<file path="src/design/dual_timer_pkg.sv">
// Shared constants, types and field layouts for the down-counting timer block.
package dual_timer_pkg;

  // Timer slots and count.
  localparam int          TIMER_COUNT    = 5;
  localparam int          WIDE_COUNT     = 2;
  localparam logic [2:0]  TMR_X          = 3'h0;
  localparam logic [2:0]  TMR_Y          = 3'h1;

  // Oscillator prescale: the timers count the oscillator divided by 16.
  localparam int          OSC_DIVIDE     = 16;
  localparam int          PRESC_W        = $clog2(OSC_DIVIDE);
  localparam logic [PRESC_W-1:0] PRESC_LAST = PRESC_W'(OSC_DIVIDE - 1);

  // Reset values.
  localparam logic [15:0] CNT_RST        = 16'hFFFF;
  localparam logic [15:0] LATCH_RST      = 16'hFFFF;
  localparam logic [7:0]  BYTE_RST       = 8'h00;
  localparam logic [1:0]  RT_RST         = 2'h0;

  // Timer X modes, Gray coded along interval, pulse, event, width.
  typedef enum logic [1:0] {
    MODE_INTERVAL = 2'h0,
    MODE_PULSE    = 2'h1,
    MODE_EVENT    = 2'h3,
    MODE_WIDTH    = 2'h2
  } timer_x_mode_t;

  // One byte access from the processor side.
  typedef struct packed {
    logic       wr;
    logic       rd;
    logic [2:0] sel;
    logic       hi;
    logic [7:0] data;
  } byte_access_t;

  // Timer X configuration bits.
  typedef struct packed {
    timer_x_mode_t mode;
    logic          latch_only;
    logic          edge_sel;
    logic          rt_enable;
    logic [1:0]    rt_data;
  } timer_x_cfg_t;

endpackage

</file>
<file path="src/design/dual_timer_block.sv">
// Five down-counting timers with timer X modes, pin edge request and real-time port.
module dual_timer_block
  import dual_timer_pkg::*;
(
  input  wire logic          mclk,
  input  wire logic          arst_n,
  input  wire logic          main_osc_input,
  input  wire logic          sub_osc_input,
  input  wire logic          low_speed,
  input  byte_access_t       acc,
  input  timer_x_cfg_t       cfg,
  input  wire logic          timer_x_pin_i,
  output logic [7:0]         rdata,
  output logic               timer_x_pin_o,
  output logic               timer_x_pin_oe,
  output logic               timer_x_pin_irq,
  output logic [TIMER_COUNT-1:0] timer_irq,
  output logic               realtime_out_bit_a,
  output logic               realtime_out_bit_b
);

  logic [15:0]        cnt_reg   [TIMER_COUNT];
  logic [15:0]        cnt_next  [TIMER_COUNT];
  logic [15:0]        latch_reg [TIMER_COUNT];
  logic [15:0]        latch_next[TIMER_COUNT];
  logic [TIMER_COUNT-1:0] count_en;
  logic [TIMER_COUNT-1:0] uflow;
  logic [7:0]         wtemp_reg, wtemp_next;
  logic [7:0]         rd_hold_reg, rd_hold_next;
  logic [7:0]         rdata_reg, rdata_next;
  logic               osc_prev_reg, osc_prev_next;
  logic [PRESC_W-1:0] presc_reg, presc_next;
  logic               osc_sel, tick;
  logic               pin_prev_reg, pin_prev_next;
  logic               x_edge;
  logic               pin_o_reg, pin_o_next;
  logic               pin_oe_reg, pin_oe_next;
  logic               pin_irq_reg, pin_irq_next;
  logic [TIMER_COUNT-1:0] irq_reg, irq_next;
  logic               rt_prev_en_reg, rt_prev_en_next;
  logic               rt_dirty_reg, rt_dirty_next;
  logic [1:0]         rt_data_prev_reg, rt_data_prev_next;
  logic [1:0]         rt_out_reg, rt_out_next;
  logic               rt_fire;

  // Prescaler: a rising edge of the selected oscillator advances it; wrap gives a tick.
  always_comb begin
    osc_sel       = low_speed ? sub_osc_input : main_osc_input;
    osc_prev_next = osc_sel;
    presc_next    = presc_reg;
    tick          = 1'b0;
    if (osc_sel && !osc_prev_reg) begin
      presc_next = presc_reg + PRESC_W'(1);
      tick       = (presc_reg == PRESC_LAST);
    end
  end

  // Pin edge detection; the active edge comes from the edge-select bit.
  always_comb begin
    pin_prev_next = timer_x_pin_i;
    x_edge        = cfg.edge_sel ? (pin_prev_reg && !timer_x_pin_i)
                                 : (!pin_prev_reg && timer_x_pin_i);
    pin_irq_next  = x_edge;
  end

  // Count source per timer; only timer X has modes.
  always_comb begin
    count_en = {TIMER_COUNT{tick}};
    unique case (cfg.mode)
      MODE_INTERVAL: count_en[TMR_X] = tick;
      MODE_PULSE:    count_en[TMR_X] = tick;
      MODE_EVENT:    count_en[TMR_X] = x_edge;
      MODE_WIDTH:    count_en[TMR_X] = tick && (timer_x_pin_i == !cfg.edge_sel);
    endcase
  end

  // Counters, latches and byte writes. The lower byte waits in wtemp until the
  // upper byte arrives, so a 16-bit value is never loaded half written.
  always_comb begin
    wtemp_next = wtemp_reg;
    for (int i = 0; i < TIMER_COUNT; i++) begin
      cnt_next[i]   = cnt_reg[i];
      latch_next[i] = latch_reg[i];
      uflow[i]      = 1'b0;
      if (count_en[i]) begin
        if (cnt_reg[i] == 16'h0000) begin
          uflow[i]    = 1'b1;
          cnt_next[i] = latch_reg[i];
        end else begin
          cnt_next[i] = cnt_reg[i] - 16'h0001;
        end
      end
      if (acc.wr && acc.sel == 3'(i)) begin
        if (i < WIDE_COUNT) begin
          if (!acc.hi) begin
            wtemp_next = acc.data;
          end else begin
            latch_next[i] = {acc.data, wtemp_reg};
            // Latch-only write leaves the counter alone; if an underflow lands
            // in this cycle the counter reloads the old latch value.
            if (!(i == int'(TMR_X) && cfg.latch_only)) begin
              cnt_next[i] = {acc.data, wtemp_reg};
            end
          end
        end else begin
          latch_next[i] = {8'h00, acc.data};
          cnt_next[i]   = {8'h00, acc.data};
        end
      end
    end
  end

  // Reads: an upper read captures the lower byte so the next lower read matches.
  always_comb begin
    rdata_next   = rdata_reg;
    rd_hold_next = rd_hold_reg;
    if (acc.rd) begin
      if (acc.sel < 3'(WIDE_COUNT)) begin
        if (acc.hi) begin
          rdata_next   = cnt_reg[acc.sel][15:8];
          rd_hold_next = cnt_reg[acc.sel][7:0];
        end else begin
          rdata_next = rd_hold_reg;
        end
      end else if (acc.sel < 3'(TIMER_COUNT)) begin
        rdata_next = cnt_reg[acc.sel][7:0];
      end else begin
        rdata_next = BYTE_RST;
      end
    end
  end

  // Pin output, request pulses.
  always_comb begin
    pin_oe_next = (cfg.mode == MODE_PULSE);
    pin_o_next  = pin_o_reg ^ (uflow[TMR_X] && cfg.mode == MODE_PULSE);
    irq_next    = uflow;
  end

  // Real-time port. The dirty flag remembers a rewrite so that enabling the
  // port can drive it at once; while enabled, new data waits for an underflow.
  always_comb begin
    rt_prev_en_next   = cfg.rt_enable;
    rt_data_prev_next = cfg.rt_data;
    rt_fire = cfg.rt_enable && (uflow[TMR_X] || (!rt_prev_en_reg && rt_dirty_reg));
    rt_out_next   = rt_fire ? cfg.rt_data : rt_out_reg;
    rt_dirty_next = rt_fire ? 1'b0 : rt_dirty_reg;
    // A rewrite in the same cycle as a drive still marks the data dirty.
    if (cfg.rt_data != rt_data_prev_reg) begin
      rt_dirty_next = 1'b1;
    end
  end

  // State registers.
  always_ff @(posedge mclk or negedge arst_n) begin
    if (!arst_n) begin
      for (int i = 0; i < TIMER_COUNT; i++) begin
        cnt_reg[i]   <= CNT_RST;
        latch_reg[i] <= LATCH_RST;
      end
      wtemp_reg        <= BYTE_RST;
      rd_hold_reg      <= BYTE_RST;
      rdata_reg        <= BYTE_RST;
      osc_prev_reg     <= 1'b0;
      presc_reg        <= '0;
      pin_prev_reg     <= 1'b0;
      pin_o_reg        <= 1'b0;
      pin_oe_reg       <= 1'b0;
      pin_irq_reg      <= 1'b0;
      irq_reg          <= '0;
      rt_prev_en_reg   <= 1'b0;
      rt_dirty_reg     <= 1'b0;
      rt_data_prev_reg <= RT_RST;
      rt_out_reg       <= RT_RST;
    end else begin
      for (int i = 0; i < TIMER_COUNT; i++) begin
        cnt_reg[i]   <= cnt_next[i];
        latch_reg[i] <= latch_next[i];
      end
      wtemp_reg        <= wtemp_next;
      rd_hold_reg      <= rd_hold_next;
      rdata_reg        <= rdata_next;
      osc_prev_reg     <= osc_prev_next;
      presc_reg        <= presc_next;
      pin_prev_reg     <= pin_prev_next;
      pin_o_reg        <= pin_o_next;
      pin_oe_reg       <= pin_oe_next;
      pin_irq_reg      <= pin_irq_next;
      irq_reg          <= irq_next;
      rt_prev_en_reg   <= rt_prev_en_next;
      rt_dirty_reg     <= rt_dirty_next;
      rt_data_prev_reg <= rt_data_prev_next;
      rt_out_reg       <= rt_out_next;
    end
  end

  // Outputs straight from flip-flops.
  assign rdata              = rdata_reg;
  assign timer_x_pin_o      = pin_o_reg;
  assign timer_x_pin_oe     = pin_oe_reg;
  assign timer_x_pin_irq    = pin_irq_reg;
  assign timer_irq          = irq_reg;
  assign realtime_out_bit_a = rt_out_reg[0];
  assign realtime_out_bit_b = rt_out_reg[1];

  logic wr_x;
  assign wr_x = acc.wr && acc.sel == TMR_X;
endmodule

</file>
<file path="config.mk">
export PLATFORM = sky130hd
export DESIGN_NAME = dual_timer_block
export DESIGN_NICKNAME = d
export VERILOG_FILES = /design/src/design/dual_timer_pkg.sv /design/src/design/dual_timer_block.sv
export SDC_FILE = /design/constraint.sdc
export NUM_CORES = 1
export LEC_CHECK = 0
export BUFFER_PORTS_ARGS = -buffer_cell sky130_fd_sc_hd__buf_4
export CAP_MARGIN = 10
export CORE_MARGIN = 1.5
export CORE_UTILIZATION = 56
export CTS_CLUSTER_SIZE = 10
export DETAILED_ROUTE_END_ITERATION = 12
export GPL_TIMING_DRIVEN = 1
export PLACE_DENSITY = 0.76
export SETUP_SLACK_MARGIN = 0.02
export SLEW_MARGIN = 20
export SYNTH_ARGS = -nofsm -noshare
export SYNTH_HDL_FRONTEND = slang
export SYNTH_SLANG_ARGS = --single-unit
</file>
<file path="constraint.sdc">
create_clock -name mclk -period 2.4 [get_ports mclk]
set_clock_uncertainty 0.15 [all_clocks]
set_input_delay 0.24 -clock mclk [delete_from_list [all_inputs] [get_ports mclk]]
set_output_delay 0.24 -clock mclk [all_outputs]
set_load 0.02 [all_outputs]
</file>
# Word-level counts from Yosys, hierarchy flattened
# Cells that the tools add are included.
# totals
regBits	204
inputBits	27
output_inout_bits	18
wordCells	122
# op_classes
addsub	6
order_cmp	3
n_eq_ne	10
muxes	44
bitwise_logic	2
reduce_logical	33
# op_table
op	n
16-bit 2-to-1 mux	20
16-bit zero test	5
16-bit by 1-bit subtractor with 16-bit output (second input constant)	5
8-bit 2-to-1 mux	7
16-bit binary-select mux with 3-bit select	1
1-bit 2-to-1 mux	15
1-bit logical AND	12
2-bit nonzero test	4
3-bit by 2-bit equality test with 1-bit output (second input constant)	2
1-bit zero test	5
4-bit by 1-bit adder with 4-bit output (second input constant)	1
2-bit equality test (second input constant)	2
4-bit equality test (second input constant)	1
4-bit >= comparator (second input constant)	1
3-bit inverter with 4-bit output	1
2-bit AND reduction	2
3-bit by 1-bit equality test with 1-bit output (second input constant)	1
3-bit equality test (second input constant)	1
3-bit zero test	1
3-bit by 2-bit less-than comparator with 1-bit output (second input constant)	1
3-bit less-than comparator (second input constant)	1
1-bit case mux with 3 select lines	1
3-bit AND reduction	1
2-bit by 1-bit equality test with 1-bit output (second input constant)	1
6 further kinds	6

# Logic depth before layout (Yosys ltp)
# Gate-level depths: netlist of run 1.
# logic_depth
word_depth	10
depth_mapped	9
depth_no_buf	7

# Worst setup path after synthesis of run 1
# No wires, ideal clock.
# synth_timing
path_type	flip-flop to flip-flop
start	register cnt_reg[7] in the netlist's numbering
end	register cnt_reg[14] in the netlist's numbering
setup_time_ps	77
arrival_ps	2166
required_ps	2173
setup_slack_ps	7
stages_incl_launch_ff	10
path_buffers	4
period_less_slack_ps	2393
path_cell_list	dfstp_2 -> buf_6 -> or4_4 -> buf_6 -> nand4bb_1 -> buf_6 -> o31ai_4 -> buf_6 -> o21ai_1 -> a21o_1
# synth_between
elab_chain_cells	4
word_cells_on_any_way	5
classes_between	add/sub: 1; mux: 3; reduce/logical: 1
# synth_rtl
item	line	source
start: declaration	dual_timer_block.sv:22	logic [15:0] cnt_reg [TIMER_COUNT];
start signal: indexed assignment	dual_timer_block.sv:177	cnt_reg[i] <= cnt_next[i];
16-bit by 1-bit subtractor with 16-bit output / 16-bit zero test (equally long branches)	dual_timer_block.sv:90, dual_timer_block.sv:86	
16-bit 2-to-1 mux (*)	dual_timer_block.sv:86	if (cnt_reg[i] == 16'h0000) begin
16-bit 2-to-1 mux (*)	dual_timer_block.sv:85	if (count_en[i]) begin
16-bit 2-to-1 mux (*)	dual_timer_block.sv:93	if (acc.wr && acc.sel == 3'(i)) begin
# Every way passes the cells marked *; elsewhere a longest branch is shown, timed or not. The select of a mux whose other input is x is not followed.
# A chain may end at the register's enable or synchronous reset.

# Worst setup path after layout of run 1
# layout_timing
start	register cnt_reg[7] in the netlist's numbering
end	register cnt_reg[1] in the netlist's numbering
# layout_between
elab_chain_cells	4
# layout_rtl
item	line
16-bit zero test	dual_timer_block.sv:86
16-bit 2-to-1 mux	dual_timer_block.sv:86
16-bit 2-to-1 mux	dual_timer_block.sv:85
16-bit 2-to-1 mux	dual_timer_block.sv:93
# Every way passes these cells. The select of a mux whose other input is x is not followed.

==> flow_metrics.tcl, run 1 <==
set metrics [dict create \
    syn_to_final_growth_pct 17.2 \
    cp_slowest_cell "or4_4" \
    place_area_um2 11000 \
    cpPeakStageDelay_ns 0.58 \
    worstSetupEndpointType "flip-flop" \
    layout-drive-gt1-share_pct 29.5 \
    cts.sinks 183 \
    vdd_drop_max_mv 0.628 \
    worst_hold_path_type "input pin to flip-flop" \
    antenna_cells 0 \
    postRouteAntennaNets 0 \
    hold_viol 0 \
    slew_headroom_pct 57.6 \
    drtPass1Iterations 5 \
    synth.distinct_cells 71 \
    r2r_start "cnt_reg[7]$_DFFE_PN1P_" \
    hp-start "acc[11]" \
    finalMaxSlewViolations 0 \
    io_pins 45 \
    leakagePower_nw 4.82 \
    drv_cap 0 \
    core_area_um2 17500 \
    layout.nets 1224 \
    gr-total-overflow 0 \
    yosysWarnings 0 \
    synth_seq_area_share_pct 46.9 \
    via_per_inst 6.31 \
    fp.dieW_um 137 \
    fin_area_um2 11900 \
    synth-seq-cells 183 \
    largest_register_ffs 80 \
    via_count 8988 \
    gp_congestion 0.894 \
    hpwl_um 18600 \
    wl_um 27700 \
    syn-cell-area_um2 10100 \
    startpoint_type "flip-flop" \
    cts_tree "built" \
    die_area_um2 18900 \
    clk-insertion-delay-late_ns 0.44 \
    register_area_um2 4750 \
    syn_nets 1144 \
    post-route-min-period_ns 2.29 \
    antenna_found_initial 0 \
    fin_crit_sh_pct 95.5 \
    worstSetupPathType "flip-flop to flip-flop" \
    crit_required_ns 2.62 \
    tightest_slew_ns 0.629 \
    die_h_um 137 \
    path_max_fanout 6 \
    power_density_nw_per_um2 905 \
    fill_cells 1368 \
    instances_no_fill 1424 \
    final-setup-viol-count 0 \
    grt_pass1_vias 8316 \
    timing.final.ws_setup_ns 0.107 \
    cts_max_path_buffers 2 \
    drc 0 \
    cts_buffers 17 \
    async_flop_share_pct 100 \
    track_usage_pct 30.5 \
    rows 48 \
    placedCellCount 1369 \
    rsz0062_at_grt "true" \
    status "finished clean" \
    root_buffer "clkbuf_16" \
    post_drt_wl_per_cell_um 19.4 \
    htree_levels 4 \
    ys.flop_type "dfstp_2" \
    start_util_pct 57.9 \
    drt_iter0_markers 1008 \
    layout_common_cells "nand2_1 (150), dfstp_2 (139), buf_4 (108), o21ai_0 (105), nor2_1 (101)" \
    syn_inst 1106 \
    mostFrequentLayoutCell "nand2_1" \
    numPortBuffers 44 \
    grt_max_degree 57 \
    max_freq_mhz 436 \
    cp-startpoint "cnt_reg[7]$_DFFE_PN1P_" \
    place_ws_ns -0.0350 \
    worst-endpoint-arrival_ns 2.51 \
    post-route-util_pct 67.9 \
    clkTransAtPathRegs_ns 0.07 \
    totalPowerFinal_mw 10.7 \
    synth_edf_count 0 \
    crit_chain "or4_4 -> nand4bb_4 -> buf_4 -> or3_1 -> a21oi_1 -> o21ai_1" \
    grt_pass1_wl_um 44100 \
    synth.avg_cell_area_um2 9.16 \
    multi_input_area_um2 5060 \
]
critical path, delay by kind of cell (launching register included):
family,cells,cell delay [ns]
simple gates,3,1.22
flops,1,0.37
buf+inv,1,0.21
compound gates,2,0.27
path summary, 6_finish.rpt:
path / slack [ns] / cells after the start / to
hold / removal: 0.03 / 3 / latch_reg[46]$_DFFE_PN1P_
setup reg to reg: 0.11 / 6 / cnt_reg[1]$_DFFE_PN1P_
max in group asynchronous: 1.27 / 3 / latch_reg[3]$_DFFE_PN1P_
hold reg to reg: 0.31 / 2 / latch_reg[23]$_DFFE_PN1P_
min in group asynchronous: 0.09 / 2 / timer_irq[3]$_DFF_PN0_
setup / recovery: 0.11 / 6 / cnt_reg[1]$_DFFE_PN1P_
timing repair:
action | 4_1_cts | 5_1_grt
buffers inserted | 2 | 4
pin swaps | 1 | 4
hold buffers | 17 | 0
endpoints found under the hold margin | 144 | 0
gates resized for setup | 4 | 14
setup endpoints to repair | 3 | 32
routing by layer:
| metal | GRT usage, % | wire, um |
|---|---|---|
| met1 | 43.0 | 12200 |
| met2 | 46.4 | 12800 |
| met3 | 5.56 | 1910 |
| met4 | 12.4 | 705 |
| met5 | 0 | 0 |
through the flow:
| step | TNS (ns) | hold slack (ns) |
|---|---|---|
| finish | 0 | 0.0340 |
| global route | 0 | 0.0550 |
| detailed placement | -0.0350 | -0.00911 |
| CTS | 0 | 0.0324 |
| floorplan | 0 | -0.206 |
| global placement | 0 | -0.00874 |
report_power, final:
group | switching, mW | internal (mW)
clock | 1.27 | 1.45
sequential | 0.845 | 4.20
combinational | 1.64 | 1.33
cell families after synthesis:
family / after synthesis / synth area share [%]
adders and majority gates: 11 / 1.36
muxes: 53 / 6.66
AOI/OAI and AO/OA: 333 / 20.4
xor gates and xnor gates: 10 / 0.865
buffers and inverters: 104 / 4.26
DFF: 183 / 46.9
and+or+nand+nor: 412 / 19.5
synthesized netlist by cell type (6+ instances only):
cell	instances	area, um^2
dfrtp_1	44	1100
nor3_1	32	160
o211ai_1	6	45.0
nor4_1	17	106
o31ai_1	12	90.1
a21o_1	16	120
nand2b_1	8	50.1
nand4_1	10	62.6
o21a_1	9	67.6
nor2b_1	7	43.8
and4_1	6	52.6
mux2_2	31	349
ha_1	11	138
clkbuf_1	56	210
or3_1	11	68.8
xnor2_1	8	70.1
nand2_1	150	563
dfstp_2	139	3650
a22oi_1	12	90.1
mux4_2	8	180
a21oi_1	89	445
nor2_1	103	387
a31oi_1	18	113
or4_1	11	82.6
o311ai_0	6	52.6
a2bb2oi_1	6	52.6
o22a_1	7	61.3
mux2i_1	13	130
inv_1	34	128
buf_1	6	22.5
o21ai_0	105	526
nand3_1	24	120
final cells by class:
| type | count | area share [%] |
|---|---|---|
| Clock buffer | 20 | 3.68 |
| Clock inverter | 12 | 1.00 |
| Inverter | 34 | 1.08 |
| Multi-Input combinational cell | 819 | 42.6 |
| Sequential cell | 183 | 40.1 |
| Tap cell | 225 | 2.37 |
| Timing Repair Buffer | 131 | 9.20 |
(Power assumes the default switching activity.)
==> run 2: changes to the inputs <==
--- a/config.mk
+++ b/config.mk
@@ -19,2 +19,3 @@
 export SYNTH_HDL_FRONTEND = slang
 export SYNTH_SLANG_ARGS = --single-unit
+export TNS_END_PERCENT = 30
==> constraint.sdc (replaced) <==
create_clock -name mclk -period 2.4 [get_ports mclk]
set_clock_uncertainty 0.15 [all_clocks]
set_input_delay 0.12 -clock mclk [delete_from_list [all_inputs] [get_ports mclk]]
set_output_delay 0.12 -clock mclk [all_outputs]
set_load 0.02 [all_outputs]
==> flow_metrics.tcl, run 2 (synthesized netlist as in run 1, its figures left out) <==
set metrics [dict create \
    cp_slowest_cell "nor4_1" \
    path_max_fanout 6 \
    crit_chain "nor4_1 -> nand4bb_4 -> or2_4 -> mux2_4 -> a22o_1" \
    holdPathStages 5 \
    core_area_um2 17500 \
    layout.nets 1218 \
    rsz0062_at_grt "true" \
    syn_to_final_growth_pct 17.6 \
    max_freq_mhz 431 \
    grt_max_degree 62 \
    antenna_cells 0 \
    io_pins 45 \
    drtPass1Iterations 5 \
    drc 0 \
    hp-start "acc[11]" \
    via_count 8876 \
    post_drt_wl_per_cell_um 19.4 \
    register_area_um2 4750 \
    slew_headroom_pct 39.7 \
    cts.sinks 183 \
    cts_max_path_buffers 2 \
    r2r_start "cnt_reg[13]$_DFFE_PN1P_" \
    crit_family "simple AND/OR/NAND/NOR gates" \
    numPortBuffers 44 \
    largest_register_ffs 80 \
    fill_cells 1329 \
    fin_crit_sh_pct 96.6 \
    wl_um 27500 \
    grt_pass1_wl_um 43700 \
    start_util_pct 57.9 \
    cpPeakStageDelay_ns 0.65 \
    finalMaxSlewViolations 0 \
    post-route-util_pct 68.1 \
    vdd_drop_max_mv 0.603 \
    crit_required_ns 2.62 \
    gp_congestion 0.892 \
    layout_common_cells "nand2_1 (150), dfstp_2 (139), o21ai_0 (105), nor2_1 (101), buf_4 (94)" \
    worstSetupPathDepth 5 \
    gr-total-overflow 0 \
    grt_pass1_vias 8322 \
    cp-startpoint "cnt_reg[13]$_DFFE_PN1P_" \
    via_per_inst 6.26 \
    clkTransAtPathRegs_ns 0.08 \
    fin_area_um2 11900 \
    tightest_slew_ns 0.892 \
    worstSetupPathType "flip-flop to flip-flop" \
    root_buffer "clkbuf_16" \
    postRouteAntennaNets 0 \
    antenna_found_initial 0 \
    cts_tree "built" \
    worst-endpoint-arrival_ns 2.54 \
    clk-insertion-delay-late_ns 0.44 \
    worst_hold_path_type "input pin to flip-flop" \
    htree_levels 4 \
    place_area_um2 11000 \
    die_area_um2 18900 \
    cts_buffers 17 \
    hold_viol 0 \
    die_h_um 137 \
    drv_cap 0 \
    leakagePower_nw 4.85 \
    startpoint_type "flip-flop" \
    final-setup-viol-count 0 \
    layout-drive-gt1-share_pct 28.8 \
    rows 48 \
    hpwl_um 18400 \
    mostFrequentLayoutCell "nand2_1" \
    fp.dieW_um 137 \
    track_usage_pct 30.2 \
    reg2reg_depth 5 \
    power_density_nw_per_um2 911 \
    post-route-min-period_ns 2.32 \
    worstSetupEndpointType "flip-flop" \
    drt_iter0_markers 846 \
    cp_num_buf_inv 0 \
    status "finished clean" \
    multi_input_area_um2 5040 \
]
## run 2: final timing paths
kind	slack, ns	end
setup reg to reg	0.08	cnt_reg[10]$_DFFE_PN1P_
setup / recovery	0.08	cnt_reg[10]$_DFFE_PN1P_
min in group asynchronous	0.10	timer_irq[3]$_DFF_PN0_
hold reg to reg	0.31	latch_reg[23]$_DFFE_PN1P_
max in group asynchronous	1.29	cnt_reg[46]$_DFFE_PN1P_
hold / removal	0.06	latch_reg[38]$_DFFE_PN1P_
## run 2: final cells by class
class	count	share of cell area, %
clock inverters	14	1.31
flip-flops and latches	183	39.9
clock buffers	18	3.78
multi-input cells	819	42.3
well taps	225	2.36
repair buffers	125	9.20
inverters	34	1.07
## run 2: what timing repair did
action / 4_1_cts / 5_1_grt
endpoints found under the setup margin: 2 / 38
hold endpoints to repair: 202 / 0
hold buffers: 20 / 0
setup buffers: 0 / 4
gates resized for setup: 2 / 17
cloned: 0 / 1
pin swaps: 0 / 3
## run 2: power breakdown
group	internal [mW]	switching, mW
sequential	4.20	0.861
combinational	1.29	1.61
clock	1.54	1.34
total	7.04	3.81
## run 2: metrics by stage
step / TNS [ns] / power, mW / hold WS, ns / setup WS [ns] / std cells
6_report: 0 / 10.9 / 0.0606 / 0.0810 / 1418
5_1_grt: -0.271 / 11.4 / 0.0775 / -0.0592 / 1418
4_1_cts: 0 / 10.8 / 0.0382 / 0.0189 / 1413
3_5_place_dp: -0.0271 / 7.82 / 0.00458 / -0.0271 / 1361
3_3_place_gp: 0 / 7.71 / -0.000213 / 0.0667 / 1361
2_1_floorplan: 0 / 6.75 / -0.326 / 0.00857 / 1106
## run 2: per-layer routing
layer  global-route usage, %  share of wire [%]  vias up
met2                    46.9                 47      351
met3                    6.95                7.5       37
met1                    42.4                 44     4327
li1                        -                  -     4161
met4                    8.36                1.8        0
met5                       0                  0        -
## run 2: worst min-delay path: cells and delay by family
family	cells	cell delay [ns]
AND/OR/NAND/NOR	3	0.21
buffers and inverters	2	0.32
